===== config.mk =====
export PLATFORM = sky130hd
export DESIGN_NAME = ocs_osc_ctrl
export DESIGN_NICKNAME = d
export VERILOG_FILES = /design/src/pkg/ocs_pkg.sv /design/src/rtl/ocs_osc_ctrl.sv
export VERILOG_INCLUDE_DIRS = /design/src /design/src/pkg
export SDC_FILE = /design/constraint.sdc
export NUM_CORES = 1
export LEC_CHECK = 0
export BUFFER_PORTS_ARGS = -buffer_cell sky130_fd_sc_hd__buf_4
export CAP_MARGIN = 20
export CORE_UTILIZATION = 56
export CTS_CLUSTER_DIAMETER = 200
export DETAILED_ROUTE_END_ITERATION = 10
export GPL_TIMING_DRIVEN = 0
export PLACE_DENSITY_LB_ADDON = 0.25
export REMOVE_ABC_BUFFERS = 1
export SLEW_MARGIN = 20
export SYNTH_ARGS = -nofsm -noshare
export SYNTH_HDL_FRONTEND = slang
export SYNTH_SLANG_ARGS = --single-unit

===== constraint.sdc =====
create_clock -name clk -period 3.5 [get_ports clk]
set_input_delay 0.35 -clock clk [delete_from_list [all_inputs] [get_ports clk]]
set_output_delay 0.35 -clock clk [all_outputs]
set_load 0.05 [all_outputs]

===== src/pkg/ocs_consts.svh =====
// Offsets, field positions, reset values and counts of the oscillator control block.
// Assumes a 32-bit AHB-Lite bus with one 8-bit register in each aligned word.
`ifndef OCS_CONSTS_SVH
`define OCS_CONSTS_SVH

// Register indexes; byte address is four times the index
`define OCS_IDX_STATUS    8'h03
`define OCS_IDX_FAST_CTRL 8'h10
`define OCS_IDX_FAST_TRIM 8'h11
`define OCS_IDX_FAST_TCO  8'h12
`define OCS_IDX_SLOW_CTRL 8'h18
`define OCS_IDX_XTAL_CTRL 8'h1C
`define OCS_IDX_KEY       8'h20

// Change-protection key and window length in bus cycles
`define OCS_KEY_VALUE     8'hA5
`define OCS_KEY_WINDOW    3'h4

// Field positions
`define OCS_BIT_EN        0
`define OCS_BIT_RSB       1
`define OCS_BIT_SEL       2
`define OCS_BIT_CRYSTAL_STARTUP_COUNT_LO   4
`define OCS_BIT_CRYSTAL_STARTUP_COUNT_HI   5
`define OCS_BIT_LOCK      7
`define OCS_BIT_FAST_ST   4
`define OCS_BIT_SLOW_ST   5
`define OCS_BIT_XTAL_ST   6
`define OCS_BIT_EXT_ST    7
`define OCS_BIT_PENDING   0

// Reset values
`define OCS_RST_CTRL      8'h00

// Oscillator cycle counts
`define OCS_GATE_CYC      17'h00004
`define OCS_XT_GATE_CYC   17'h00002
`define OCS_XT_SU_1K      17'h00400
`define OCS_XT_SU_16K     17'h04000
`define OCS_XT_SU_32K     17'h08000
`define OCS_XT_SU_64K     17'h10000
`define OCS_RC_ANALOG_SU  17'h00040

`endif


===== src/pkg/ocs_pkg.sv =====
// Types shared by the oscillator control block.
// Assumes the constants header is included alongside.
package ocs_pkg;

	// Main clock sources
	typedef enum logic [1:0] {
		OCS_SRC_FAST = 2'b00,
		OCS_SRC_SLOW = 2'b01,
		OCS_SRC_XTAL = 2'b10,
		OCS_SRC_EXT  = 2'b11
	} ocs_src_t;

	// Crystal sequencer states
	typedef enum logic [1:0] {
		OCS_XT_IDLE  = 2'b00,
		OCS_XT_WARM  = 2'b01,
		OCS_XT_READY = 2'b10,
		OCS_XT_ON    = 2'b11
	} ocs_xt_st_t;

endpackage


===== src/rtl/ocs_osc_ctrl.sv =====
// Oscillator control and status: RC oscillator forcing and gating, fast RC trim with
// fuse lock, crystal sequencer, main clock switch flag, AHB-Lite register slave.
// Assumes oscillator clocks arrive as raw pin levels, fuses are stable during reset,
// and request inputs come from logic on clk.
`timescale 1ns/1ps
`include "ocs_consts.svh"

// Functional notes
// - RC stable flag only while requested
// - Switch flag high until new source stable
// - RC run-in-standby forces oscillator running
// - No RC clock out without request
// - Gate opens after 4 cycles, skip analog
// - Fine trim field bits 5:0
// - Tempco trim field bits 3:0
// - Lock flag blocks both trim registers
// - Lock flag loaded from fuse at reset
// - Type and count frozen while enabled/stable
// - Count field picks 1k/16k/32k/64k cycles
// - External clock skips crystal start-up
// - Type bit: crystal or external clock
// - Crystal run-in-standby keeps it running
// - Crystal output only while requested
// - Forced crystal delivers in 2-3 cycles
// - Crystal standby bit is write protected
// - Key then protected write within window
// - Unkeyed write accepted, contents unchanged
// - Enable claims pins, freezes type/count
module ocs_osc_ctrl #(
	parameter logic [16:0] XT_SU_16K = `OCS_XT_SU_16K,
	parameter logic [16:0] XT_SU_32K = `OCS_XT_SU_32K,
	parameter logic [16:0] XT_SU_64K = `OCS_XT_SU_64K,
	parameter logic [16:0] RC_ANA_SU = `OCS_RC_ANALOG_SU
) (
	// Clock, reset, enable
	input  wire logic              clk,
	input  wire logic              rst_n,
	input  wire logic              ce,
	// AHB-Lite slave
	input  wire logic              hsel,
	input  wire logic [31:0]       haddr,
	input  wire logic [1:0]        htrans,
	input  wire logic              hwrite,
	input  wire logic [2:0]        hsize,
	input  wire logic [31:0]       hwdata,
	input  wire logic              hready,
	output logic                   hreadyout,
	output logic                   hresp,
	output logic [31:0]            hrdata,
	// Fuses
	input  wire logic              frequency_select_fuse,
	input  wire logic              trim_lock_fuse_bit,
	input  wire logic [5:0]        fuse_fine_trim_16m,
	input  wire logic [5:0]        fuse_fine_trim_20m,
	input  wire logic [3:0]        fuse_tempco_trim,
	// Oscillator clocks from the pads or analog cells
	input  wire logic              fast_rc_oscillator,
	input  wire logic              slow_rc_oscillator,
	input  wire logic              crystal_oscillator,
	// Clock requests and main clock selection
	input  wire logic [1:0]        rc_module_req,
	input  wire logic              crystal_module_req,
	input  wire ocs_pkg::ocs_src_t main_select,
	input  wire logic              ext_clk_stable,
	// Oscillator controls and status
	output logic [1:0]             rc_run,
	output logic [1:0]             rc_gate_open,
	output logic                   crystal_run,
	output logic                   crystal_gate_open,
	output logic                   crystal_pins_claimed,
	output logic                   crystal_ext_clock,
	output logic [1:0]             crystal_startup_count,
	output logic [5:0]             fast_rc_fine_trim,
	output logic [3:0]             fast_rc_tempco_trim,
	output ocs_pkg::ocs_src_t      main_source,
	output logic                   main_switch_pending
);
	import ocs_pkg::*;

	// Bus state
	logic        hreadyout_ff;
	logic [31:0] hrdata_ff;
	logic        dph_wr_ff;
	logic [7:0]  dph_idx_ff;
	logic [2:0]  key_win_ff;
	// Control registers
	logic [1:0]  rc_rsb_ff;
	logic [5:0]  fine_ff;
	logic [3:0]  tco_ff;
	logic        lock_ff;
	logic        xt_en_ff;
	logic        xt_rsb_ff;
	logic        xt_sel_ff;
	logic [1:0]  xt_crystal_startup_count_ff;
	// Oscillator state
	logic [2:0]  osc_s1_ff;
	logic [2:0]  osc_s2_ff;
	logic [2:0]  osc_s3_ff;
	logic [1:0]  rc_run_ff;
	logic [1:0]  rc_stable_ff;
	ocs_xt_st_t  xt_st_ff;
	ocs_xt_st_t  nxt_xt_st;
	logic [16:0] xt_cnt_ff;
	logic [16:0] nxt_xt_cnt;
	logic        xt_run_ff;
	logic        xt_gate_ff;
	ocs_src_t    cur_src_ff;
	logic        pending_ff;

	// Address phase and data phase decode
	wire       addr_ok   = hsel & htrans[1] & hready;
	wire [7:0] a_idx     = haddr[9:2];
	wire       wr_now    = dph_wr_ff;
	wire [7:0] wbyte     = hwdata[7:0];
	wire       key_write = wr_now & (dph_idx_ff == `OCS_IDX_KEY) & (wbyte == `OCS_KEY_VALUE);
	wire       unlocked  = (key_win_ff != 3'h0);
	wire       prot_wr   = wr_now & unlocked & (dph_idx_ff != `OCS_IDX_KEY);
	wire       wr_fctl   = prot_wr & (dph_idx_ff == `OCS_IDX_FAST_CTRL);
	wire       wr_trim   = prot_wr & (dph_idx_ff == `OCS_IDX_FAST_TRIM) & ~lock_ff;
	wire       wr_tco    = prot_wr & (dph_idx_ff == `OCS_IDX_FAST_TCO) & ~lock_ff;
	wire       wr_sctl   = prot_wr & (dph_idx_ff == `OCS_IDX_SLOW_CTRL);
	wire       wr_xctl   = prot_wr & (dph_idx_ff == `OCS_IDX_XTAL_CTRL);
	// Type and count may change only with the crystal off and not stable
	wire       xt_cfg_ok = ~xt_en_ff & (xt_st_ff != OCS_XT_ON);

	// Requests per source: modules, the current main source, and a pending target
	wire [3:0] src_req;
	wire [3:0] src_stable;
	genvar gi;
	generate
		for (gi = 0; gi < 4; gi++) begin : g_req
			wire is_src = (cur_src_ff == ocs_src_t'(gi)) | (main_select == ocs_src_t'(gi));
			if (gi < 2) begin : g_rc
				assign src_req[gi] = rc_module_req[gi] | is_src;
			end else if (gi == 2) begin : g_xt
				assign src_req[gi] = crystal_module_req | is_src;
			end else begin : g_ext
				assign src_req[gi] = is_src;
			end
		end
	endgenerate
	assign src_stable = {ext_clk_stable, xt_st_ff == OCS_XT_ON, rc_stable_ff};

	// Oscillator edge detection after a two-flop synchroniser
	wire [2:0] osc_tick = osc_s2_ff & ~osc_s3_ff;
	always_ff @(posedge clk) begin
		if (!rst_n) begin
			osc_s1_ff <= 3'h0;
			osc_s2_ff <= 3'h0;
			osc_s3_ff <= 3'h0;
		end else if (ce) begin
			osc_s1_ff <= {crystal_oscillator, slow_rc_oscillator, fast_rc_oscillator};
			osc_s2_ff <= osc_s1_ff;
			osc_s3_ff <= osc_s2_ff;
		end
	end

	// RC oscillators: analog start-up, then a four-cycle gate delay per request
	generate
		for (gi = 0; gi < 2; gi++) begin : g_rc_osc
			logic [16:0] asu_ff;
			logic [16:0] gcnt_ff;
			// Forced running also skips the analog warm-up
			wire rc_on   = src_req[gi] | rc_rsb_ff[gi];
			wire warm    = rc_rsb_ff[gi] | (asu_ff >= RC_ANA_SU);
			wire gate_up = (gcnt_ff + 17'h1 >= `OCS_GATE_CYC);
			always_ff @(posedge clk) begin
				if (!rst_n) begin
					asu_ff          <= 17'h0;
					gcnt_ff         <= 17'h0;
					rc_run_ff[gi]   <= 1'b0;
					rc_stable_ff[gi] <= 1'b0;
				end else if (ce) begin
					rc_run_ff[gi] <= rc_on;
					if (!rc_on) begin
						asu_ff <= 17'h0;
					end else if (osc_tick[gi] && !warm) begin
						asu_ff <= asu_ff + 17'h1;
					end
					// Withdrawn request closes the gate and drops the flag
					if (!src_req[gi]) begin
						gcnt_ff          <= 17'h0;
						rc_stable_ff[gi] <= 1'b0;
					end else if (warm && osc_tick[gi] && !rc_stable_ff[gi]) begin
						gcnt_ff <= gcnt_ff + 17'h1;
						if (gate_up) begin
							rc_stable_ff[gi] <= 1'b1;
						end
					end
				end
			end
		end
	endgenerate

	// Crystal start-up length; an external clock needs only the two-cycle gate count
	wire [16:0] xt_su_len = xt_sel_ff ? `OCS_XT_GATE_CYC :
		(xt_crystal_startup_count_ff == 2'h0) ? `OCS_XT_SU_1K :
		(xt_crystal_startup_count_ff == 2'h1) ? XT_SU_16K :
		(xt_crystal_startup_count_ff == 2'h2) ? XT_SU_32K : XT_SU_64K;
	wire xt_on_req = xt_en_ff & (xt_rsb_ff | src_req[2]);
	wire [16:0] xt_cnt_inc = xt_cnt_ff + 17'h1;

	// Crystal sequencer: warm up once per start, then gate per request
	always_comb begin
		nxt_xt_st  = xt_st_ff;
		nxt_xt_cnt = xt_cnt_ff;
		case (xt_st_ff)
			OCS_XT_IDLE: begin
				nxt_xt_cnt = 17'h0;
				if (xt_on_req) begin
					nxt_xt_st = OCS_XT_WARM;
				end
			end
			OCS_XT_WARM: begin
				if (osc_tick[2]) begin
					nxt_xt_cnt = xt_cnt_inc;
					if (xt_cnt_inc >= xt_su_len) begin
						nxt_xt_st  = OCS_XT_READY;
						nxt_xt_cnt = 17'h0;
					end
				end
			end
			OCS_XT_READY: begin
				if (!src_req[2]) begin
					nxt_xt_cnt = 17'h0;
				end else if (osc_tick[2]) begin
					nxt_xt_cnt = xt_cnt_inc;
					if (xt_cnt_inc >= `OCS_XT_GATE_CYC) begin
						nxt_xt_st = OCS_XT_ON;
					end
				end
			end
			OCS_XT_ON: begin
				nxt_xt_cnt = 17'h0;
				if (!src_req[2]) begin
					nxt_xt_st = OCS_XT_READY;
				end
			end
			default: begin
				nxt_xt_st  = OCS_XT_IDLE;
				nxt_xt_cnt = 17'h0;
			end
		endcase
		// Stopping the crystal loses its warm-up
		if (!xt_on_req) begin
			nxt_xt_st  = OCS_XT_IDLE;
			nxt_xt_cnt = 17'h0;
		end
	end

	// Crystal state registers
	always_ff @(posedge clk) begin
		if (!rst_n) begin
			xt_st_ff  <= OCS_XT_IDLE;
			xt_cnt_ff <= 17'h0;
			xt_run_ff <= 1'b0;
			xt_gate_ff <= 1'b0;
		end else if (ce) begin
			xt_st_ff  <= nxt_xt_st;
			xt_cnt_ff <= nxt_xt_cnt;
			xt_run_ff <= xt_on_req;
			xt_gate_ff <= (nxt_xt_st == OCS_XT_ON);
		end
	end

	// Main clock switch: hold the old source until the new one is stable
	always_ff @(posedge clk) begin
		if (!rst_n) begin
			cur_src_ff <= OCS_SRC_FAST;
			pending_ff <= 1'b0;
		end else if (ce) begin
			if (main_select != cur_src_ff && src_stable[main_select]) begin
				cur_src_ff <= main_select;
				pending_ff <= 1'b0;
			end else begin
				pending_ff <= (main_select != cur_src_ff);
			end
		end
	end

	// Protection window: opened by the key, closed by use or timeout
	always_ff @(posedge clk) begin
		if (!rst_n) begin
			key_win_ff <= 3'h0;
		end else if (ce) begin
			if (key_write) begin
				key_win_ff <= `OCS_KEY_WINDOW;
			end else if (prot_wr) begin
				key_win_ff <= 3'h0;
			end else if (unlocked) begin
				key_win_ff <= key_win_ff - 3'h1;
			end
		end
	end

	// Control and trim registers; trims and lock load from fuses at reset
	always_ff @(posedge clk) begin
		if (!rst_n) begin
			rc_rsb_ff  <= 2'h0;
			fine_ff    <= frequency_select_fuse ? fuse_fine_trim_20m
			                                   : fuse_fine_trim_16m;
			tco_ff     <= fuse_tempco_trim;
			lock_ff    <= trim_lock_fuse_bit;
			xt_en_ff   <= 1'b0;
			xt_rsb_ff  <= 1'b0;
			xt_sel_ff  <= 1'b0;
			xt_crystal_startup_count_ff <= 2'h0;
		end else if (ce) begin
			if (wr_fctl) begin
				rc_rsb_ff[0] <= wbyte[`OCS_BIT_RSB];
			end
			if (wr_sctl) begin
				rc_rsb_ff[1] <= wbyte[`OCS_BIT_RSB];
			end
			if (wr_trim) begin
				fine_ff <= wbyte[5:0];
			end
			if (wr_tco) begin
				tco_ff <= wbyte[3:0];
			end
			if (wr_xctl) begin
				xt_en_ff  <= wbyte[`OCS_BIT_EN];
				xt_rsb_ff <= wbyte[`OCS_BIT_RSB];
				if (xt_cfg_ok) begin
					xt_sel_ff  <= wbyte[`OCS_BIT_SEL];
					xt_crystal_startup_count_ff <= wbyte[`OCS_BIT_CRYSTAL_STARTUP_COUNT_HI:`OCS_BIT_CRYSTAL_STARTUP_COUNT_LO];
				end
			end
		end
	end

	// Read mux; unused bits and unmapped words read zero
	wire [7:0] rd_status = {ext_clk_stable, xt_st_ff == OCS_XT_ON, rc_stable_ff[1],
		rc_stable_ff[0], 3'h0, pending_ff};
	wire [7:0] rd_byte =
		(a_idx == `OCS_IDX_STATUS)    ? rd_status :
		(a_idx == `OCS_IDX_FAST_CTRL) ? {6'h00, rc_rsb_ff[0], 1'b0} :
		(a_idx == `OCS_IDX_FAST_TRIM) ? {2'h0, fine_ff} :
		(a_idx == `OCS_IDX_FAST_TCO)  ? {lock_ff, 3'h0, tco_ff} :
		(a_idx == `OCS_IDX_SLOW_CTRL) ? {6'h00, rc_rsb_ff[1], 1'b0} :
		(a_idx == `OCS_IDX_XTAL_CTRL) ? {2'h0, xt_crystal_startup_count_ff, 1'b0, xt_sel_ff, xt_rsb_ff,
		                                 xt_en_ff} : 8'h00;

	// Bus phases: zero wait states, read data registered in the address phase
	always_ff @(posedge clk) begin
		if (!rst_n) begin
			hreadyout_ff <= 1'b0;
			hrdata_ff    <= 32'h0;
			dph_wr_ff    <= 1'b0;
			dph_idx_ff   <= 8'h00;
		end else if (ce) begin
			hreadyout_ff <= 1'b1;
			if (hready) begin
				dph_wr_ff  <= addr_ok & hwrite;
				dph_idx_ff <= a_idx;
				hrdata_ff  <= (addr_ok && !hwrite) ? {24'h0, rd_byte} : 32'h0;
			end
		end
	end

	// Outputs straight from flip-flops
	assign hreadyout             = hreadyout_ff;
	assign hresp                 = 1'b0 & hreadyout_ff;
	assign hrdata                = hrdata_ff;
	assign rc_run                = rc_run_ff;
	assign rc_gate_open          = rc_stable_ff;
	assign crystal_run           = xt_run_ff;
	assign crystal_gate_open     = xt_gate_ff;
	assign crystal_pins_claimed  = xt_en_ff;
	assign crystal_ext_clock     = xt_sel_ff;
	assign crystal_startup_count = xt_crystal_startup_count_ff;
	assign fast_rc_fine_trim     = fine_ff;
	assign fast_rc_tempco_trim   = tco_ff;
	assign main_source           = cur_src_ff;
	assign main_switch_pending   = pending_ff;

endmodule

==> results.txt <==
* Warnings from Yosys: 0
- Number of buffer cells added on primary ports: 81
- Mean number of vias per cell: ~6
- Data required time at the worst endpoint: between 3 and 4 ns
- Fraction of layout cells with a size suffix above 1: between 10% and 20%
* Clock skew: between 0.01 and 0.015 ns
- Transition at the pin with the smallest max-transition slack: ~1.1 ns
- From synthesis to final layout, the design area changed by 15.1%.
- Horizontal die dimension: 121 um
* Clock-pin slew of the registers on the worst-case setup and hold paths: about 0.06 ns
* Number of cells produced by synthesis: approximately 990
* Nets@finish: 1158
- Total vias in the final route: just over 7000
* Reported leakage power: around 3.5 nW
- The share of total power dissipated in combinational logic is roughly a tenth.
- The worst pin sits at a relative slew slack of about 27%.
* Total Die Area: about 15000 sq um
* Root Driver: sky130_fd_sc_hd__clkbuf_16
* Final core utilization: 66.2%
- Of the post-synthesis cell area, the dominant cell type holds 33.3%.
- Total negative setup slack: 0 ns
- EDFF count, synth: 11
* Max Freq: between 300 and 400 MHz
- Prior to clock tree synthesis, the placed netlist has a worst setup slack of -0.396 ns.
- Largest net degree at the start of global routing: 64
* Last weighted congestion value of the routability-driven placer: 0.836
- The count of pins over their slew limit is 0.
- Crit path DAT: 3.59 ns
- For this run, asynchronously set or reset flops after synthesis account for 0%.
* Tightest Hold Check Type: input port to register
- Type of the worst setup path: register to register
- The clock drives around 140 sinks.
- Switching power as a share of total power: a little over a quarter
- The number of antenna violations at the first check in global routing came to 0.
- Min cycle time layout: between 3 and 4 ns
* Setup repair after global routing missed its margin: no
- Summed instance area of the synthesized netlist: 7990 sq um
- For this run, the detailed router's first-pass iteration total came to 5.
- Dominant cell by count in the synthesized netlist: sky130_fd_sc_hd__nor2_1
- CTS H-tree depth: 4
- The number of global-route vias before repair was between 6000 and 7000.
- Post-synthesis average cell area: just over 8 sq um
* List of most frequent post-synthesis cells: sky130_fd_sc_hd__nor2_1, sky130_fd_sc_hd__dfxtp_1, sky130_fd_sc_hd__nand2_1, sky130_fd_sc_hd__a21oi_1, sky130_fd_sc_hd__o21ai_0
- Hold Fails Final Rpt: 0
- FP Rows: 43
- Antenna diode instance count: 0
- For this run, the register share of the synthesized area comes to a little under two fifths.
- No sink is reached through more buffers than the 2 on the longest clock path.
- Prevailing post-synth register cell: sky130_fd_sc_hd__dfxtp_1
- Once detailed placement completed, the half-perimeter wirelength came to about 13000 um.
* Power Internal: about 2.8 mW
* Setup slack of the worst register-to-register path: 0.20 ns
- Filler Cell Count: approximately 1200
* Critical Path Source Type: register
- CTS tree: yes
* Number of distinct standard cells referenced by the synthesized netlist: a little under 80
- Effective utilization at floorplan: 57.5%
* CTS Buf Count: 17
- CP endpoint kind: register
- Critical path peak fanout: 13
* Number of primary I/O pins: 159
- Total power density per cell area: a little over 400 nW/um^2
- Grt ovf: 0
- The first global-routing pass estimated a little over 30000 um of wire.
- The run finished with clean final reports.
- Clock latency on the worst-skew pair: 0.42 ns
- The die is 121 um tall.
* Sequential share of power: between 40% and 50%
- WL/cell: 15.0 um
* Clock power share: between 40% and 50%
- The worst-case IR drop observed on VDD is between 300 and 400 uV.
* Remaining antenna violation count after routing: 0
- Total global routing track utilization: 25.8%
- Across all setup checks in the final design, the least slack found is 0.197 ns.
* Remaining design rule violation count: 0
* Post-synthesis cell type with the largest combined area: sky130_fd_sc_hd__dfxtp_1
- After detailed routing, the total wire length is 18500 um.
- For this block, the initial DRC count from the detailed router was 544.
* FF+latch count, synth: around 140
- Total setup violations reported at the end of the flow: 0
- Net switching power of the design: approximately 1 mW
- WHS: approximately 0.11 ns
- By area the synthesized netlist is led by sky130_fd_sc_hd__dfxtp_1, sky130_fd_sc_hd__nor2_1, sky130_fd_sc_hd__a21oi_1.
- For this design, the CTS-stage hold fixing added 0 buffers.
- The region available for standard cell placement spans 13900 sq um.
- Max cap viols: 0
- Final clock period utilization by the worst path: 94.4%
stage by stage:
step / instances / power [mW] / cell area [sq um]
2_1_floorplan: 934 / 2.01 / 7680
3_3_place_gp: 1195 / 2.14 / 8520
3_5_place_dp: 1197 / 2.15 / 8560
4_1_cts: 1230 / 3.80 / 9120
5_1_grt: 1235 / 3.91 / 9190
6_report: 1235 / 3.78 / 9190
power by group through the flow:
stage | clock (mW) | combinational, mW | sequential (mW)
detailed placement | 0 | 0.396 | 1.76
floorplan | 0 | 0.204 | 1.81
global placement | 0 | 0.386 | 1.76
CTS | 1.68 | 0.400 | 1.72
finish | 1.65 | 0.400 | 1.72
global route | 1.74 | 0.438 | 1.73
repair_timing:
action / 4_1_cts / 5_1_grt
buffers inserted: 1 / 5
endpoints found under the setup margin: 19 / 19
gates resized for setup: 3 / 3
pin swaps: 1 / 1
worst max-delay path, stage by stage (launching register included):
cell,delay (ns)
sky130_fd_sc_hd__dfxtp_1,0.45
sky130_fd_sc_hd__ha_2,0.32
sky130_fd_sc_hd__nand3_4,0.20
sky130_fd_sc_hd__nor4_4,0.27
sky130_fd_sc_hd__and3_1,0.25
sky130_fd_sc_hd__xor2_1,0.24
sky130_fd_sc_hd__ha_1,0.23
sky130_fd_sc_hd__o2111ai_2,0.13
sky130_fd_sc_hd__a21oi_1,0.31
sky130_fd_sc_hd__nand2_2,0.24
sky130_fd_sc_hd__a32oi_4,0.39
sky130_fd_sc_hd__o32ai_1,0.14
final timing paths:
path | start | cells after the start | to
setup reg to reg | xt_cnt_ff[0] | 11 | xt_cnt_ff[12]
hold reg to reg | dph_idx_ff[6] | 2 | dph_idx_ff[6]
hold / removal | trim_lock_fuse_bit | 1 | lock_ff
setup / recovery | xt_cnt_ff[0] | 11 | xt_cnt_ff[12]
logic make-up after synthesis:
| logic type | share of synthesized area, % |
|---|---|
| buffers and inverters | 6.28 |
| XOR/XNOR | 3.29 |
| AND/OR/NAND/NOR | 27.1 |
| other | 0.0469 |
| multiplexers | 4.04 |
| flip-flops | 37.5 |
| adder cells (fa/ha/maj) | 2.19 |
| AO/OA/AOI/OAI | 19.5 |
layout make-up:
cell class              count  area (sq um)  share of cell area, %
multi-input cells         761          4630                   50.4
well taps                 180           225                   2.45
repair buffers             89           701                   7.62
inverters                  29           111                   1.21
flip-flops and latches    144          2990                   32.6
clock inverters            12          95.1                   1.03
clock buffers              20           437                   4.75
routing by layer:
metal  part of all wire, %  global-route usage [%]  wire (um)
met5                     0                       0          0
met4                   1.9                    9.49        358
met3                   4.4                    4.61        813
met2                    47                    40.9       8660
met1                    47                    35.0       8680
sequential cells by signal, indices dropped and copies added (netlist names), 4 cells and up:
register             flops
g_rc_osc.gcnt_ff        34
fast_rc_fine_trim        6
g_rc_osc.asu_ff         34
dph_idx_ff               8
xt_cnt_ff               17
fast_rc_tempco_trim      4
hrdata                   8
cell usage in the layout (no fill, tap or decap), drive strengths merged, types with 15 or more instances in the layout:
master and instances:
or3 18, buf 89, a21oi 75, mux2i 30
nor3 24, xnor2 20, dfxtp 133, o21ai 48
and3 16, conb 25, inv 29, a31oi 25
nor2 144, nand2 75, nand3 42, clkbuf 20
nor4 15
Note: power is estimated with default switching activity, not from simulation.
